File: config.mk
export PLATFORM = sky130hd
export DESIGN_NAME = cpcmc_clock_mode_control
export DESIGN_NICKNAME = d
export VERILOG_FILES = /design/src/cpcmc_clock_mode_control.v
export VERILOG_INCLUDE_DIRS = /design/src /design/src/pkg
export SDC_FILE = /design/constraint.sdc
export NUM_CORES = 1
export LEC_CHECK = 0
export BUFFER_PORTS_ARGS = -buffer_cell sky130_fd_sc_hd__buf_2
export CORE_MARGIN = 2
export CORE_UTILIZATION = 52
export DETAILED_ROUTE_END_ITERATION = 10
export PLACE_DENSITY_LB_ADDON = 0.05
export SKIP_LAST_GASP = 1
export SLEW_MARGIN = 0
export SYNTH_ARGS = -nofsm -noshare
export SYNTH_HDL_FRONTEND = slang
export SYNTH_SLANG_ARGS = --single-unit
File: constraint.sdc
create_clock -name sys_clk -period 1.9 [get_ports sys_clk]
set_input_delay 0.19 -clock sys_clk [delete_from_list [all_inputs] [get_ports sys_clk]]
set_output_delay 0.19 -clock sys_clk [all_outputs]
set_load 0.05 [all_outputs]
File: src/pkg/cpcmc_consts.vh
/*
  Register offsets, field positions, reset values and encodings of the CPU and
  peripheral clock mode controller. Definitions only.
  Assumes inclusion by bare name from the design file.
*/
`ifndef CPCMC_CONSTS_VH
`define CPCMC_CONSTS_VH

// Byte offsets on the Avalon-MM register port
`define CPCMC_ADDR_CTRL0        5'h00
`define CPCMC_ADDR_CTRL1        5'h04
`define CPCMC_ADDR_CTRL2        5'h08
`define CPCMC_ADDR_PMODE        5'h0c
`define CPCMC_ADDR_STATUS       5'h10

// system_clock_control0 fields
`define CPCMC_C0_CLOCK_OUTPUT_PIN_LO      0
`define CPCMC_C0_CLOCK_OUTPUT_PIN_HI      1
`define CPCMC_C0_STOP_IN_WAIT   2
`define CPCMC_C0_SUB_ENABLE     4
`define CPCMC_C0_MAIN_STOP      5
`define CPCMC_C0_DIV8           6
`define CPCMC_C0_SUB_SELECT     7
`define CPCMC_C0_RESET          8'h40

// system_clock_control1 fields
`define CPCMC_C1_PLL_SELECT     1
`define CPCMC_C1_ONCHIP_STOP    4
`define CPCMC_C1_DIV_LO         6
`define CPCMC_C1_DIV_HI         7
`define CPCMC_C1_RESET          8'h00

// oscillation_detect_control fields
`define CPCMC_C2_PERIPH_ONCHIP  1
`define CPCMC_C2_RESET          8'h02

// processor_mode_control0 fields
`define CPCMC_PM_MODE_LO        0
`define CPCMC_PM_MODE_HI        1
`define CPCMC_PM_BCLK_DISABLE   7
`define CPCMC_PM_RESET          8'h00
`define CPCMC_PM_SINGLE_CHIP    2'h0

// Clock output select codes
`define CPCMC_CO_PORT           2'h0
`define CPCMC_CO_SUB            2'h1
`define CPCMC_CO_DIV8           2'h2
`define CPCMC_CO_DIV32          2'h3

// Normal operating sub-modes, one-hot in the status register
`define CPCMC_M_PLL             7'h01
`define CPCMC_M_HIGH            7'h02
`define CPCMC_M_MEDIUM          7'h04
`define CPCMC_M_LOW             7'h08
`define CPCMC_M_LOWPWR          7'h10
`define CPCMC_M_ONCHIP          7'h20
`define CPCMC_M_ONCHIP_LP       7'h40

// Peripheral prescaler taps
`define CPCMC_TAP8_LAST         5'h07
`define CPCMC_TAP32_LAST        5'h1f

`endif

File: src/cpcmc_clock_mode_control.v
/*
  CPU clock selection, divider, peripheral clock derivation, clock output
  and power-mode sequencing, with an Avalon-MM register slave.
  Assumes every oscillator is presented as a one-cycle tick synchronous to
  sys_clk, and that the CPU signals wait and stop as synchronous levels.
  Every derived clock but the bus clock pin, which idles high in wait, leaves as a one-cycle enable pulse on sys_clk.
*/
// The register offsets and the Avalon-MM register port were decided locally.
// Notes on behaviour
// - CPU source: main, sub, on-chip, PLL
// - Main, PLL, on-chip divided by 1-16
// - Reset: on-chip oscillator divided by eight
// - Bus clock out in expansion modes
// - Force divide-by-8 on stop, low-power entry
// - Main peripheral clock from main, PLL, on-chip
// - Gate peripheral clock: wait option, low power
// - Sub timer clock only while sub runs
// - On-chip timer clock only while running
// - Single-chip clock output: div8, div32, sub
// - Normal, wait, stop; seven normal sub-modes
// - High-speed: undivided main clock
// - Medium-speed: main divided by 2-16
// - Low-speed: sub CPU, selectable peripheral source
// - Main stop in low-speed enters low power
// - On-chip mode: divided CPU, on-chip peripherals
// - Wait stops CPU clock, oscillators keep running
`timescale 1ns/100ps
`default_nettype none
`include "cpcmc_consts.vh"

module cpcmc_clock_mode_control #(
    parameter DIV_W = 4
) (
    input  wire         sys_clk,
    input  wire         rst,
    input  wire [4:0]   avs_address,
    input  wire         avs_read,
    input  wire         avs_write,
    input  wire [31:0]  avs_writedata,
    output reg  [31:0]  avs_readdata,
    output reg          avs_waitrequest,
    input  wire         main_osc_tick,
    input  wire         sub_osc_tick,
    input  wire         onchip_osc_tick,
    input  wire         pll_tick,
    input  wire         wait_mode,
    input  wire         stop_mode,
    output reg          cpu_clock_en,
    output reg          bus_clock_pin,
    output reg          clock_output_pin,
    output reg          main_periph_clock,
    output reg          periph_div8_tap,
    output reg          periph_div32_tap,
    output reg          sub_timer_clock,
    output reg          onchip_timer_clock
);

    localparam SRC_MAIN   = 4'b0001;
    localparam SRC_SUB    = 4'b0010;
    localparam SRC_ONCHIP = 4'b0100;
    localparam SRC_PLL    = 4'b1000;

    reg  [7:0]       system_clock_control0;
    reg  [7:0]       system_clock_control1;
    reg  [7:0]       oscillation_detect_control;
    reg  [7:0]       processor_mode_control0;

    wire clock_output_pin_select_lo         = system_clock_control0[`CPCMC_C0_CLOCK_OUTPUT_PIN_LO];
    wire clock_output_pin_select_hi         = system_clock_control0[`CPCMC_C0_CLOCK_OUTPUT_PIN_HI];
    wire periph_clk_stop_in_wait  = system_clock_control0[`CPCMC_C0_STOP_IN_WAIT];
    wire sub_osc_enable           = system_clock_control0[`CPCMC_C0_SUB_ENABLE];
    wire main_osc_stop            = system_clock_control0[`CPCMC_C0_MAIN_STOP];
    wire cpu_div8_select          = system_clock_control0[`CPCMC_C0_DIV8];
    wire cpu_sub_select           = system_clock_control0[`CPCMC_C0_SUB_SELECT];
    wire pll_cpu_select           = system_clock_control1[`CPCMC_C1_PLL_SELECT];
    wire onchip_osc_stop          = system_clock_control1[`CPCMC_C1_ONCHIP_STOP];
    wire cpu_div_field_lo         = system_clock_control1[`CPCMC_C1_DIV_LO];
    wire cpu_div_field_hi         = system_clock_control1[`CPCMC_C1_DIV_HI];
    wire periph_src_onchip_select = oscillation_detect_control[`CPCMC_C2_PERIPH_ONCHIP];
    wire bus_clock_output_disable = processor_mode_control0[`CPCMC_PM_BCLK_DISABLE];
    wire [1:0] proc_mode = {processor_mode_control0[`CPCMC_PM_MODE_HI],
                            processor_mode_control0[`CPCMC_PM_MODE_LO]};
    wire single_chip = (proc_mode == `CPCMC_PM_SINGLE_CHIP);

    // Divide ratio minus one: the divide-by-8 bit overrides the two-bit field
    function [DIV_W-1:0] div_last;
        input d8;
        input [1:0] fld;
        begin
            if (d8) begin
                div_last = 4'd7;
            end else begin
                case (fld)
                    2'h0:    div_last = 4'd0;
                    2'h1:    div_last = 4'd1;
                    2'h2:    div_last = 4'd3;
                    default: div_last = 4'd15;
                endcase
            end
        end
    endfunction

    // Classifies the control bits into the seven normal sub-modes
    function [6:0] mode_of;
        input sub_sel;
        input pll_sel;
        input onchip_sel;
        input main_stop;
        input [DIV_W-1:0] dl;
        begin
            if (sub_sel) begin
                mode_of = main_stop ? `CPCMC_M_LOWPWR : `CPCMC_M_LOW;
            end else if (onchip_sel) begin
                mode_of = main_stop ? `CPCMC_M_ONCHIP_LP : `CPCMC_M_ONCHIP;
            end else if (pll_sel) begin
                mode_of = `CPCMC_M_PLL;
            end else if (dl == 4'd0) begin
                mode_of = `CPCMC_M_HIGH;
            end else begin
                mode_of = `CPCMC_M_MEDIUM;
            end
        end
    endfunction

    // Oscillators as seen by the logic: off in stop mode or when disabled
    wire main_run   = !main_osc_stop && !stop_mode;
    wire sub_run    = sub_osc_enable && !stop_mode;
    wire onchip_run = !onchip_osc_stop && !stop_mode;
    wire main_t     = main_osc_tick && main_run;
    wire sub_t      = sub_osc_tick && sub_run;
    wire onchip_t   = onchip_osc_tick && onchip_run;
    wire pll_t      = pll_tick && main_run;

    wire [DIV_W-1:0] cur_div_last = div_last(cpu_div8_select, {cpu_div_field_hi, cpu_div_field_lo});
    wire [6:0] cur_mode = mode_of(cpu_sub_select, pll_cpu_select, periph_src_onchip_select,
                                  main_osc_stop, cur_div_last);

    reg [3:0] next_cpu_src;
    always @* begin
        if (cpu_sub_select) begin
            next_cpu_src = SRC_SUB;
        end else if (periph_src_onchip_select) begin
            next_cpu_src = SRC_ONCHIP;
        end else if (pll_cpu_select) begin
            next_cpu_src = SRC_PLL;
        end else begin
            next_cpu_src = SRC_MAIN;
        end
    end

    reg cpu_src_tick;
    always @* begin
        case (next_cpu_src)
            SRC_MAIN:   cpu_src_tick = main_t;
            SRC_SUB:    cpu_src_tick = sub_t;
            SRC_ONCHIP: cpu_src_tick = onchip_t;
            SRC_PLL:    cpu_src_tick = pll_t;
            default:    cpu_src_tick = 1'b0;
        endcase
    end

    // Sub clock is never divided; other sources use the programmed ratio
    wire [DIV_W-1:0] eff_div_last = next_cpu_src[1] ? {DIV_W{1'b0}} : cur_div_last;

    // Peripheral source: on-chip in on-chip modes or when low-speed picks it
    reg periph_src_tick;
    always @* begin
        if (periph_src_onchip_select) begin
            periph_src_tick = onchip_t;
        end else if (pll_cpu_select) begin
            periph_src_tick = pll_t;
        end else begin
            periph_src_tick = main_t;
        end
    end

    wire low_power = (cur_mode == `CPCMC_M_LOWPWR);
    wire periph_gate_off = stop_mode || low_power || (wait_mode && periph_clk_stop_in_wait);

    // Bus handshake: one wait state, then the access completes
    wire bus_req   = avs_read || avs_write;
    wire bus_take  = bus_req && !avs_waitrequest;
    wire wr_take   = avs_write && !avs_waitrequest;
    reg  stop_q;
    // Stop entry is an edge, so the divide-by-8 bit is forced once per stop
    // and is not held against software for the whole stop
    wire stop_entry = stop_mode && !stop_q;
    // Low power entry needs sub select both before and after the write
    wire lp_entry   = wr_take && (avs_address == `CPCMC_ADDR_CTRL0) && cpu_sub_select
                      && !main_osc_stop && avs_writedata[`CPCMC_C0_MAIN_STOP]
                      && avs_writedata[`CPCMC_C0_SUB_SELECT];

    always @(posedge sys_clk) begin
        if (rst) begin
            avs_waitrequest <= 1'b1;
            avs_readdata    <= 32'h0000_0000;
        end else begin
            avs_waitrequest <= !(bus_req && avs_waitrequest);
            // Read data is latched in the wait state, before the request is taken, and stands in the answer cycle
            if (avs_read && avs_waitrequest) begin
                case (avs_address)
                    `CPCMC_ADDR_CTRL0:  avs_readdata <= {24'h000000, system_clock_control0};
                    `CPCMC_ADDR_CTRL1:  avs_readdata <= {24'h000000, system_clock_control1};
                    `CPCMC_ADDR_CTRL2:  avs_readdata <= {24'h000000, oscillation_detect_control};
                    `CPCMC_ADDR_PMODE:  avs_readdata <= {24'h000000, processor_mode_control0};
                    `CPCMC_ADDR_STATUS: avs_readdata <= {22'h0, stop_mode, wait_mode,
                                                         1'b0, cur_mode};
                    default:            avs_readdata <= 32'h0000_0000;
                endcase
            end
        end
    end

    // Registers; hardware forcing of divide-by-8 wins over a software write
    always @(posedge sys_clk) begin
        if (rst) begin
            system_clock_control0      <= `CPCMC_C0_RESET;
            system_clock_control1      <= `CPCMC_C1_RESET;
            oscillation_detect_control <= `CPCMC_C2_RESET;
            processor_mode_control0    <= `CPCMC_PM_RESET;
            stop_q                     <= 1'b0;
        end else begin
            stop_q <= stop_mode;
            if (wr_take) begin
                case (avs_address)
                    `CPCMC_ADDR_CTRL0: system_clock_control0      <= avs_writedata[7:0];
                    `CPCMC_ADDR_CTRL1: system_clock_control1      <= avs_writedata[7:0];
                    `CPCMC_ADDR_CTRL2: oscillation_detect_control <= avs_writedata[7:0];
                    `CPCMC_ADDR_PMODE: processor_mode_control0    <= avs_writedata[7:0];
                    default: ;
                endcase
            end
            if (stop_entry || lp_entry) begin
                system_clock_control0[`CPCMC_C0_DIV8] <= 1'b1;
            end
        end
    end

    // CPU divider: a change of source or ratio restarts the count, so the
    // first enable after it is a full period of the new setting
    reg [3:0]       cpu_src_q;
    reg [DIV_W-1:0] div_last_q;
    reg [DIV_W-1:0] cpu_cnt;
    wire sel_change = (cpu_src_q != next_cpu_src) || (div_last_q != eff_div_last);

    always @(posedge sys_clk) begin
        if (rst) begin
            cpu_src_q    <= SRC_ONCHIP;
            div_last_q   <= 4'd7;
            cpu_cnt      <= 4'd0;
            cpu_clock_en <= 1'b0;
        end else begin
            cpu_src_q    <= next_cpu_src;
            div_last_q   <= eff_div_last;
            cpu_clock_en <= 1'b0;
            // The count keeps running in wait, so waking keeps the period
            if (sel_change) begin
                cpu_cnt <= 4'd0;
            end else if (cpu_src_tick) begin
                if (cpu_cnt >= div_last_q) begin
                    cpu_cnt      <= 4'd0;
                    cpu_clock_en <= !wait_mode && !stop_mode;
                end else begin
                    cpu_cnt <= cpu_cnt + 4'd1;
                end
            end
        end
    end

    // Bus clock follows the CPU enable; it idles high in wait mode
    always @(posedge sys_clk) begin
        if (rst) begin
            bus_clock_pin <= 1'b0;
        end else if (single_chip || bus_clock_output_disable) begin
            bus_clock_pin <= 1'b0;
        end else if (wait_mode) begin
            bus_clock_pin <= 1'b1;
        end else begin
            bus_clock_pin <= cpu_src_tick && !sel_change && (cpu_cnt >= div_last_q) && !stop_mode;
        end
    end

    // Peripheral clock, prescaler taps and timer clocks
    reg [4:0] pre_cnt;
    reg [4:0] sub_cnt;
    wire f1_tick = periph_src_tick && !periph_gate_off;
    // Taps count events of the gated clock, so they pause with it
    wire tap8    = f1_tick && ({2'b00, pre_cnt[2:0]} == `CPCMC_TAP8_LAST);
    wire tap32   = f1_tick && (pre_cnt == `CPCMC_TAP32_LAST);

    always @(posedge sys_clk) begin
        if (rst) begin
            pre_cnt            <= 5'h00;
            sub_cnt            <= 5'h00;
            main_periph_clock  <= 1'b0;
            periph_div8_tap    <= 1'b0;
            periph_div32_tap   <= 1'b0;
            sub_timer_clock    <= 1'b0;
            onchip_timer_clock <= 1'b0;
        end else begin
            if (f1_tick) begin
                pre_cnt <= pre_cnt + 5'h01;
            end
            if (sub_t) begin
                sub_cnt <= sub_cnt + 5'h01;
            end
            main_periph_clock  <= f1_tick;
            periph_div8_tap    <= tap8;
            periph_div32_tap   <= tap32;
            // Timer clocks ignore the wait gating of the main peripheral clock
            sub_timer_clock    <= sub_t && (sub_cnt == `CPCMC_TAP32_LAST);
            onchip_timer_clock <= onchip_t;
        end
    end

    // Clock output only in single-chip mode; select 0 leaves the pin low
    // The pin carries enable pulses, not a square wave
    reg next_clock_output_pin;
    always @* begin
        case ({clock_output_pin_select_hi, clock_output_pin_select_lo})
            `CPCMC_CO_SUB:   next_clock_output_pin = sub_t;
            `CPCMC_CO_DIV8:  next_clock_output_pin = tap8;
            `CPCMC_CO_DIV32: next_clock_output_pin = tap32;
            default:         next_clock_output_pin = 1'b0;
        endcase
    end

    always @(posedge sys_clk) begin
        if (rst) begin
            clock_output_pin <= 1'b0;
        end else begin
            clock_output_pin <= single_chip && next_clock_output_pin;
        end
    end

endmodule  // cpcmc_clock_mode_control

`default_nettype wire

# == Word-level counts from Yosys, hierarchy flattened ==
# Index checks and enable logic that the tools add are counted.
# Widths: inputs -> output; s select.
# classes
addsub,3
n_mux,19
n_bitwise,2
n_lt_le_gt_ge,1
n_reduce_logical,53
eq_ne,19
# op_table
operator,count
$pmux 10 s5,1
$logic_and 1x1->1,26
$mux 4,6
$mux 7,3
$eq 5x5->1 const B,3
$pmux 4 s3,1
$add 5x1->5 const B,2
$eq 5x4->1 const B,2
$logic_not 1->1,9
$ne 4x4->1,2
$reduce_and 2->1,4
$eq 7x5->1 const B,1
$eq 2x2->1 const B,3
$logic_or 1x1->1,6
$mux 3,2
$reduce_or 2->1,3
$eq 5x3->1 const B,1
$logic_not 5->1,1
$mux 5,1
$add 4x1->4 const B,1
$eq 2x1->1 const B,2
$eq 4x1->1 const B,1
$eq 4x2->1 const B,1
$eq 4x3->1 const B,1
other kinds (10),14
# totals
word_cells,118
inputBits,47
ff_bits,96

# == Depth between registers and ports, before layout ==
# Gate-level depths: netlist of the first run.
# depth
word_depth,16
mapped_depth,7
mapped_depth_nobuf,7

# == Worst setup path before layout of the first run ==
# OpenSTA, ideal clock, no wires.
# synth_timing
path_type,flip-flop to flip-flop
from,register avs_waitrequest
to,register oscillation_detect_control[0]
arrival_ns,1.778
stages_incl_launch_ff,8
setup_ns,0.128
period_less_slack_ns,1.906
setup_slack_ns,-0.006
required_ns,1.772
n_path_buf,3
path_cell_list,dfxtp_1 -> clkbuf_1 -> and3b_1 -> buf_2 -> nand3b_1 -> buf_2 -> mux2i_1 -> nor2_1
# synth_between
elab_chain_len,3
# synth_rtl
item,line_no,source
from (decl),cpcmc_clock_mode_control.v:41,"output reg avs_waitrequest,"
from (signal assigned),cpcmc_clock_mode_control.v:198,avs_waitrequest <= !(bus_req && avs_waitrequest);
$logic_not 1->1,cpcmc_clock_mode_control.v:183,wire wr_take = avs_write && !avs_waitrequest;
$logic_and 1x1->1,cpcmc_clock_mode_control.v:183,
$reduce_and 2->1 (no source line),-,
to (signal assigned),cpcmc_clock_mode_control.v:219,oscillation_detect_control <= `CPCMC_C2_RESET;
to (signal assigned),cpcmc_clock_mode_control.v:228,`CPCMC_ADDR_CTRL2: oscillation_detect_control <= avs_writedata[7:0];
to (decl),cpcmc_clock_mode_control.v:65,reg [7:0] oscillation_detect_control;
# Every way passes these cells.
# A chain may end at the register's enable or synchronous reset.

# == Worst setup path in the final report of the first run ==
# layout_timing
from,register cpu_cnt[0]
to,register cpu_cnt[3]
# layout_between
elab_chain_len,2
elab_cells_between_ends,3
cone_classes,add/sub: 1; order compare: 1; mux: 1
# layout_rtl
item,line_no,source
from (decl),cpcmc_clock_mode_control.v:243,reg [DIV_W-1:0] cpu_cnt;
from (signal assigned),cpcmc_clock_mode_control.v:264,cpu_cnt <= cpu_cnt + 4'd1;
$add 4x1->4 / $ge 4x4->1 (equally long branches),"cpcmc_clock_mode_control.v:264, cpcmc_clock_mode_control.v:260",
$mux 4 (*),cpcmc_clock_mode_control.v:260,if (cpu_cnt >= div_last_q) begin
# Every way passes the cells marked *; elsewhere a longest branch is shown, timed or not.

==> results.json, run 1 <==
{
  "status": "completed",
  "startpoint_type": "flip-flop",
  "p_clk_frac": 0.416,
  "whs_path_depth": 2,
  "clock-sinks": 74,
  "path_buf_inv": 1,
  "clkTransAtPathRegs_ps": 80,
  "r2r_slack_ps": 140,
  "grt_max_degree": 37,
  "dieArea_um2": 7510,
  "grt_usage": 0.222,
  "fin_util": 0.609,
  "core_area_um2": 6720,
  "start_util": 0.529,
  "hp-class": "in2reg",
  "yosysMostFrequentCell": "dfxtp_1",
  "tns_ps": 0,
  "place.gp.congestion": 0.853,
  "grt.overflow.total": 0,
  "cts_buffers": 9,
  "io_buffers": 41,
  "hold_violations": 0,
  "power.leakage_nw": 1.92,
  "die_x_um": 86.7,
  "yosys_warnings": 0,
  "holdPathEnd": "avs_waitrequest",
  "io_pins": 88,
  "swShare": 0.253,
  "clk_latency_ps": 340,
  "area_growth_pct": 15.3,
  "vdd_ir_drop_max_uv": 501,
  "end_kind": "flip-flop",
  "p_per_area_nw_per_um2": 774,
  "root_buffer": "clkbuf_8",
  "tightestPinTransition_ps": 608,
  "finalCritPeriodShare": 0.928,
  "dieHeight_um": 86.7,
  "crit_arrival_ps": 2040,
  "crit_type": "reg2reg",
  "nNetsFinal": 491,
  "nFillCells": 600,
  "p_comb_frac": 0.089,
  "synth_edf_count": 0,
  "crit_path_top_delay_cell": "or4_4",
  "crit_required_ps": 2180,
  "power.internal_w": 0.00237,
  "max-clock-path-buffers": 2,
  "synth_ff_type": "dfxtp_1",
  "synth.distinct_cells": 57,
  "viasPerCell": 5.39,
  "syn-cell-area_um2": 3550,
  "finalSetupViolCount": 0,
  "ys_ff_latch": 74,
  "grt_pass1_vias": 2668,
  "async_flop_share": 0,
  "netlist_instances": 381,
  "crit_chain": "inv_1 -> ha_1 -> o21ai_1 -> a211oi_1 -> or4_4 -> a31oi_2",
  "grt_antenna_before_repair": 0,
  "fin_crit_ps": 1760,
  "cpPeakStageDelay_ps": 530,
  "h-tree-depth": 3,
  "drt_wl_total_um": 7720,
  "drtAntennaViolNets": 0,
  "yosys.area.top_type_share": 0.417,
  "vias": 2797,
  "critical_path.top_delay_family": "simple AND/OR/NAND/NOR gates",
  "post-place-ws_ps": 50.3,
  "drc_errors": 0,
  "drive_gt1_frac": 0.239,
  "r2r-start": "cpu_cnt[0]",
  "synth_common_cells": "dfxtp_1, nor2_1, nand2_1, mux2i_1, buf_4",
  "postCtsSetupBuffers": 0,
  "reg2reg_depth": 6,
  "setup_ws_ps": 136,
  "row_count": 30,
  "synth_area_per_cell_um2": 9.32,
  "synth_area_leader_cell": "dfxtp_1",
  "worstReg2RegEnd": "cpu_cnt[3]",
  "pwr-share-seq": 0.496,
  "maxSlewHeadroom": 0.595,
  "synth_area_leaders": "dfxtp_1, mux2i_1, buf_4, mux4_2, nor2_1",
  "first_iter_violations": 138,
  "grt_pass1_wl_um": 12800,
  "wl_per_cell_um": 14.9,
  "drt_pre_antenna_iters": 4,
  "ys_seq_area_frac": 0.417,
  "cts_tree": "done",
  "finClkSkew_ps": 6.00,
  "power_switching_w": 0.000803,
  "fmax_ghz": 0.567,
  "maxCapViolations": 0,
  "whs_ps": 77.9,
  "crit_fanout": 4,
  "diodes": 0,
  "min-delay-start": "avs_write",
  "grt_setup_unrepaired": "false",
  "finalMaxSlewViolations": 0,
  "dpl.hpwl_um": 5780
}
[power groups by stage]
| stage | logic (W) | clock network (W) | registers [W] |
|---|---|---|---|
| global placement | 0.000279 | 0 | 0.00161 |
| global route | 0.000304 | 0.00143 | 0.00157 |
| floorplan | 0.000224 | 0 | 0.00161 |
| CTS | 0.000281 | 0.00135 | 0.00157 |
| detailed placement | 0.000280 | 0 | 0.00161 |
| finish | 0.000281 | 0.00132 | 0.00157 |
[cells by family after synthesis]
family / count (synthesis) / share of synthesized area
AO/OA/AOI/OAI: 61 / 0.118
XOR/XNOR: 6 / 0.0148
adder cells (fa/ha/maj): 10 / 0.0352
buffers and inverters: 54 / 0.0852
flip-flops: 74 / 0.417
multiplexers: 38 / 0.139
other: 1 / 0.00106
AND/OR/NAND/NOR: 137 / 0.190
[stage by stage]
stage               power [W]  cell area, µm²  cells
floorplan             0.00184            3630    402
global placement      0.00189            3850    503
detailed placement    0.00189            3850    503
CTS                   0.00320            4070    519
global route          0.00330            4100    519
finish                0.00317            4100    519
[layer usage]
metal	vias up	wire length (µm)	global-route usage
met1	1307	3410	0.277
met5	-	0	0
met2	57	3800	0.374
met3	10	357	0.0514
li1	1423	-	-
met4	0	153	0.0824
[worst reg2reg max path, cell delays in order, from the launching register on]
cell	delay [ps]
dfxtp_1	390
inv_1	70
ha_1	280
o21ai_1	170
a211oi_1	140
or4_4	530
a31oi_2	130
[cell type report]
cell class,instances,area (µm²),share of cell area
clock buffers,9,124,0.0302
clock inverters,7,93.8,0.0229
inverters,10,37.5,0.00917
multi-input cells,274,1870,0.457
flip-flops and latches,74,1480,0.362
well taps,80,100,0.0244
repair buffers,65,385,0.0941
[repair_timing]
| item | CTS | global route |
|---|---|---|
| hold buffers | 0 | 0 |
| setup endpoints to repair | 0 | 8 |
| resized for setup | 0 | 7 |
[how the worst max path moves through the flow]
stage,to,cells after the start,startpoint
after floorplan,oscillation_detect_control[0],7,avs_waitrequest
after global placement,cpu_cnt[2],6,system_clock_control1[1]
after detailed placement,cpu_clock_en,5,system_clock_control1[1]
after CTS,cpu_clock_en,5,system_clock_control1[1]
after global routing,cpu_cnt[1],6,system_clock_control1[7]
final,cpu_cnt[3],6,cpu_cnt[0]
[layout by cell type, fill, tap and decap left out, types with 2 or more instances in the layout]
master / netlist / routed
a22o_1: 6 / 6
buf_2: 8 / 41
a21oi_1: 20 / 20
mux2i_1: 28 / 28
and3b_1: 3 / 3
nand2_1: 33 / 33
nand3_1: 15 / 15
xor2_1: 3 / 3
a32o_1: 3 / 3
nand3b_1: 4 / 4
clkbuf_8: 0 / 9
inv_1: 10 / 10
conb_1: 1 / 22
nor3_1: 10 / 8
dfxtp_2: 0 / 2
ha_1: 10 / 10
clkinv_2: 0 / 2
o211ai_1: 2 / 2
dfxtp_1: 74 / 72
mux4_2: 7 / 7
nor2_1: 42 / 42
o21ai_0: 15 / 14
clkinvlp_4: 0 / 2
xnor2_1: 3 / 3
buf_4: 22 / 24
nand4_1: 5 / 5
bufinv_16: 0 / 2
and2_1: 3 / 3
mux2_4: 2 / 2
nor4_1: 3 / 2
and3_1: 3 / 3
nor3_2: 1 / 3
nor2b_1: 3 / 3
nand2b_1: 2 / 2
[sequential cells by signal, indices dropped and copies added, names as in the netlist, 4 cells and up]
| register | flops |
|---|---|
| processor_mode_control0 | 8 |
| oscillation_detect_control | 8 |
| div_last_q | 4 |
| cpu_src_q | 4 |
| cpu_cnt | 4 |
| pre_cnt | 5 |
| avs_readdata | 10 |
| sub_cnt | 5 |
| system_clock_control0 | 8 |
| system_clock_control1 | 8 |
(Power assumes the default switching activity.)
==> run 2, diff against run 1 <==
CORE_UTILIZATION = 40   (was 52)
MAX_ROUTING_LAYER = met4   (was not set)
==> run 2 against run 1 <==
  * Sequential cell count unchanged
  * First-iteration DRC count down 19%
  * Critical path depth stayed put
  * Via count is 0.86% higher
  * Sequential share of layout area about the same
  * Highest routed layer unchanged
  * Combinational power about the same
  * Largest power group unchanged
  * Clock-buffer cell count grew 2
  * Clock power is 20% lower
==> results.json, run 2 (synthesis results as in run 1) <==
{
  "whs_ps": 77.6,
  "multi_input_area_um2": 1860,
  "grt_max_degree": 47,
  "vias": 2821,
  "drc_errors": 0,
  "startpoint_type": "flip-flop",
  "fin_util": 0.471,
  "wl_per_cell_um": 15.9,
  "io_pins": 88,
  "hold_violations": 0,
  "pwr-share-seq": 0.539,
  "core_area_um2": 8680,
  "swShare": 0.272,
  "end_kind": "flip-flop",
  "ctsHoldBuffers": 0,
  "p_per_area_nw_per_um2": 713,
  "tightestPinTransition_ps": 499,
  "top_register": "avs_readdata",
  "grt_setup_unrepaired": "false",
  "p_clk_frac": 0.364,
  "finalCritPeriodShare": 0.949,
  "area_growth_pct": 15.1,
  "fin_crit_ps": 1800,
  "fmax_ghz": 0.555,
  "drtAntennaViolNets": 0,
  "start_util": 0.409,
  "dieArea_um2": 9650,
  "h-tree-depth": 3,
  "row_count": 34,
  "diodes": 0,
  "crit_required_ps": 2170,
  "clock-sinks": 74,
  "power.leakage_nw": 1.90,
  "cts_tree": "done",
  "clk_latency_ps": 350,
  "power_switching_w": 0.000793,
  "grt_pass1_vias": 2631,
  "final_common_cell": "dfxtp_1",
  "finClkSkew_ps": 11.0,
  "crit_fanout": 5,
  "mostFrequentLayoutCells": "dfxtp_1, nor2_1, buf_2, nand2_1, mux2i_1",
  "status": "completed",
  "max-clock-path-buffers": 2,
  "crit_type": "reg2reg",
  "grt_pass1_wl_um": 14000,
  "first_iter_violations": 112,
  "drive_gt1_frac": 0.230,
  "p_comb_frac": 0.097,
  "nNetsFinal": 493,
  "grt.overflow.total": 0,
  "placed_area_um2": 3900,
  "total_power_w": 0.00291,
  "seq_area_um2": 1480,
  "place.gp.congestion": 0.783,
  "io_buffers": 41,
  "dieHeight_um": 98.2,
  "die_x_um": 98.2,
  "finalMaxSlewViolations": 0,
  "grt_antenna_before_repair": 0,
  "hp-class": "in2reg",
  "largest_reg_flops": 10,
  "vdd_ir_drop_max_uv": 315,
  "crit_arrival_ps": 2070,
  "finalSetupViolCount": 0,
  "grt_usage": 0.189,
  "viasPerCell": 5.16,
  "power.internal_w": 0.00212,
  "cts_buffers": 9,
  "dpl.hpwl_um": 6330,
  "stdcell_area_um2": 4090,
  "maxSlewHeadroom": 0.658,
  "drt_wl_total_um": 8680,
  "root_buffer": "clkbuf_8",
  "nFillCells": 861,
  "drt_pre_antenna_iters": 4,
  "maxCapViolations": 0,
  "clkTransAtPathRegs_ps": 80
}
run 2: metal layers:
layer	share of wire	up-vias	global-route usage	wire length, µm
met5	0	-	-	0
met4	0.011	0	0.0569	95
met3	0.038	8	0.0394	333
met2	0.46	60	0.277	3980
met1	0.49	1345	0.265	4270
li1	-	1408	-	-
run 2: metrics by stage:
step / setup TNS [ps] / setup slack (ps) / cells
6_report: 0 / 97.4 / 547
5_1_grt: 0 / 10.9 / 547
4_1_cts: -0.0639 / -0.0639 / 545
3_5_place_dp: -94.0 / -94.0 / 531
3_3_place_gp: -114 / -114 / 531
2_1_floorplan: 0 / 150 / 402
run 2: path summary, 6_finish.rpt:
kind | start | endpoint | slack, ps | cells past startpoint
hold / removal | avs_write | avs_waitrequest | 80 | 2
setup / recovery | system_clock_control1[1] | cpu_cnt[3] | 100 | 6
hold reg to reg | avs_readdata[9] | avs_readdata[9] | 460 | 2
setup reg to reg | system_clock_control1[1] | cpu_cnt[3] | 100 | 6
run 2: final cells by class:
cell class	count	area share
Clock buffer	11	0.0346
Timing Repair Buffer	67	0.101
Clock inverter	3	0.00429
Multi-Input combinational cell	274	0.455
Inverter	10	0.00918
Sequential cell	74	0.363
Tap cell	108	0.0331
run 2: power by group through the flow:
stage                     sequential, W  combinational [W]  clock, W
after floorplan                 0.00161           0.000224         0
after global placement          0.00161           0.000277         0
after detailed placement        0.00161           0.000278         0
after CTS                       0.00157           0.000279   0.00109
after global routing            0.00157           0.000303   0.00116
final                           0.00157           0.000283   0.00106
run 2: critical path: stages, from the launching register on:
cell and delay [ps]:
dfxtp_1 320, buf_4 150, mux2_4 200, a22oi_2 110
mux2_4 330, or4_4 480, a31oi_2 130
run 2: timing repair:
item / in CTS / in global routing
gates resized for setup: 1 / 3
pin swaps: 1 / 0
endpoints found under the hold margin: 0 / 0
setup buffers: 0 / 2
setup endpoints to repair: 1 / 8
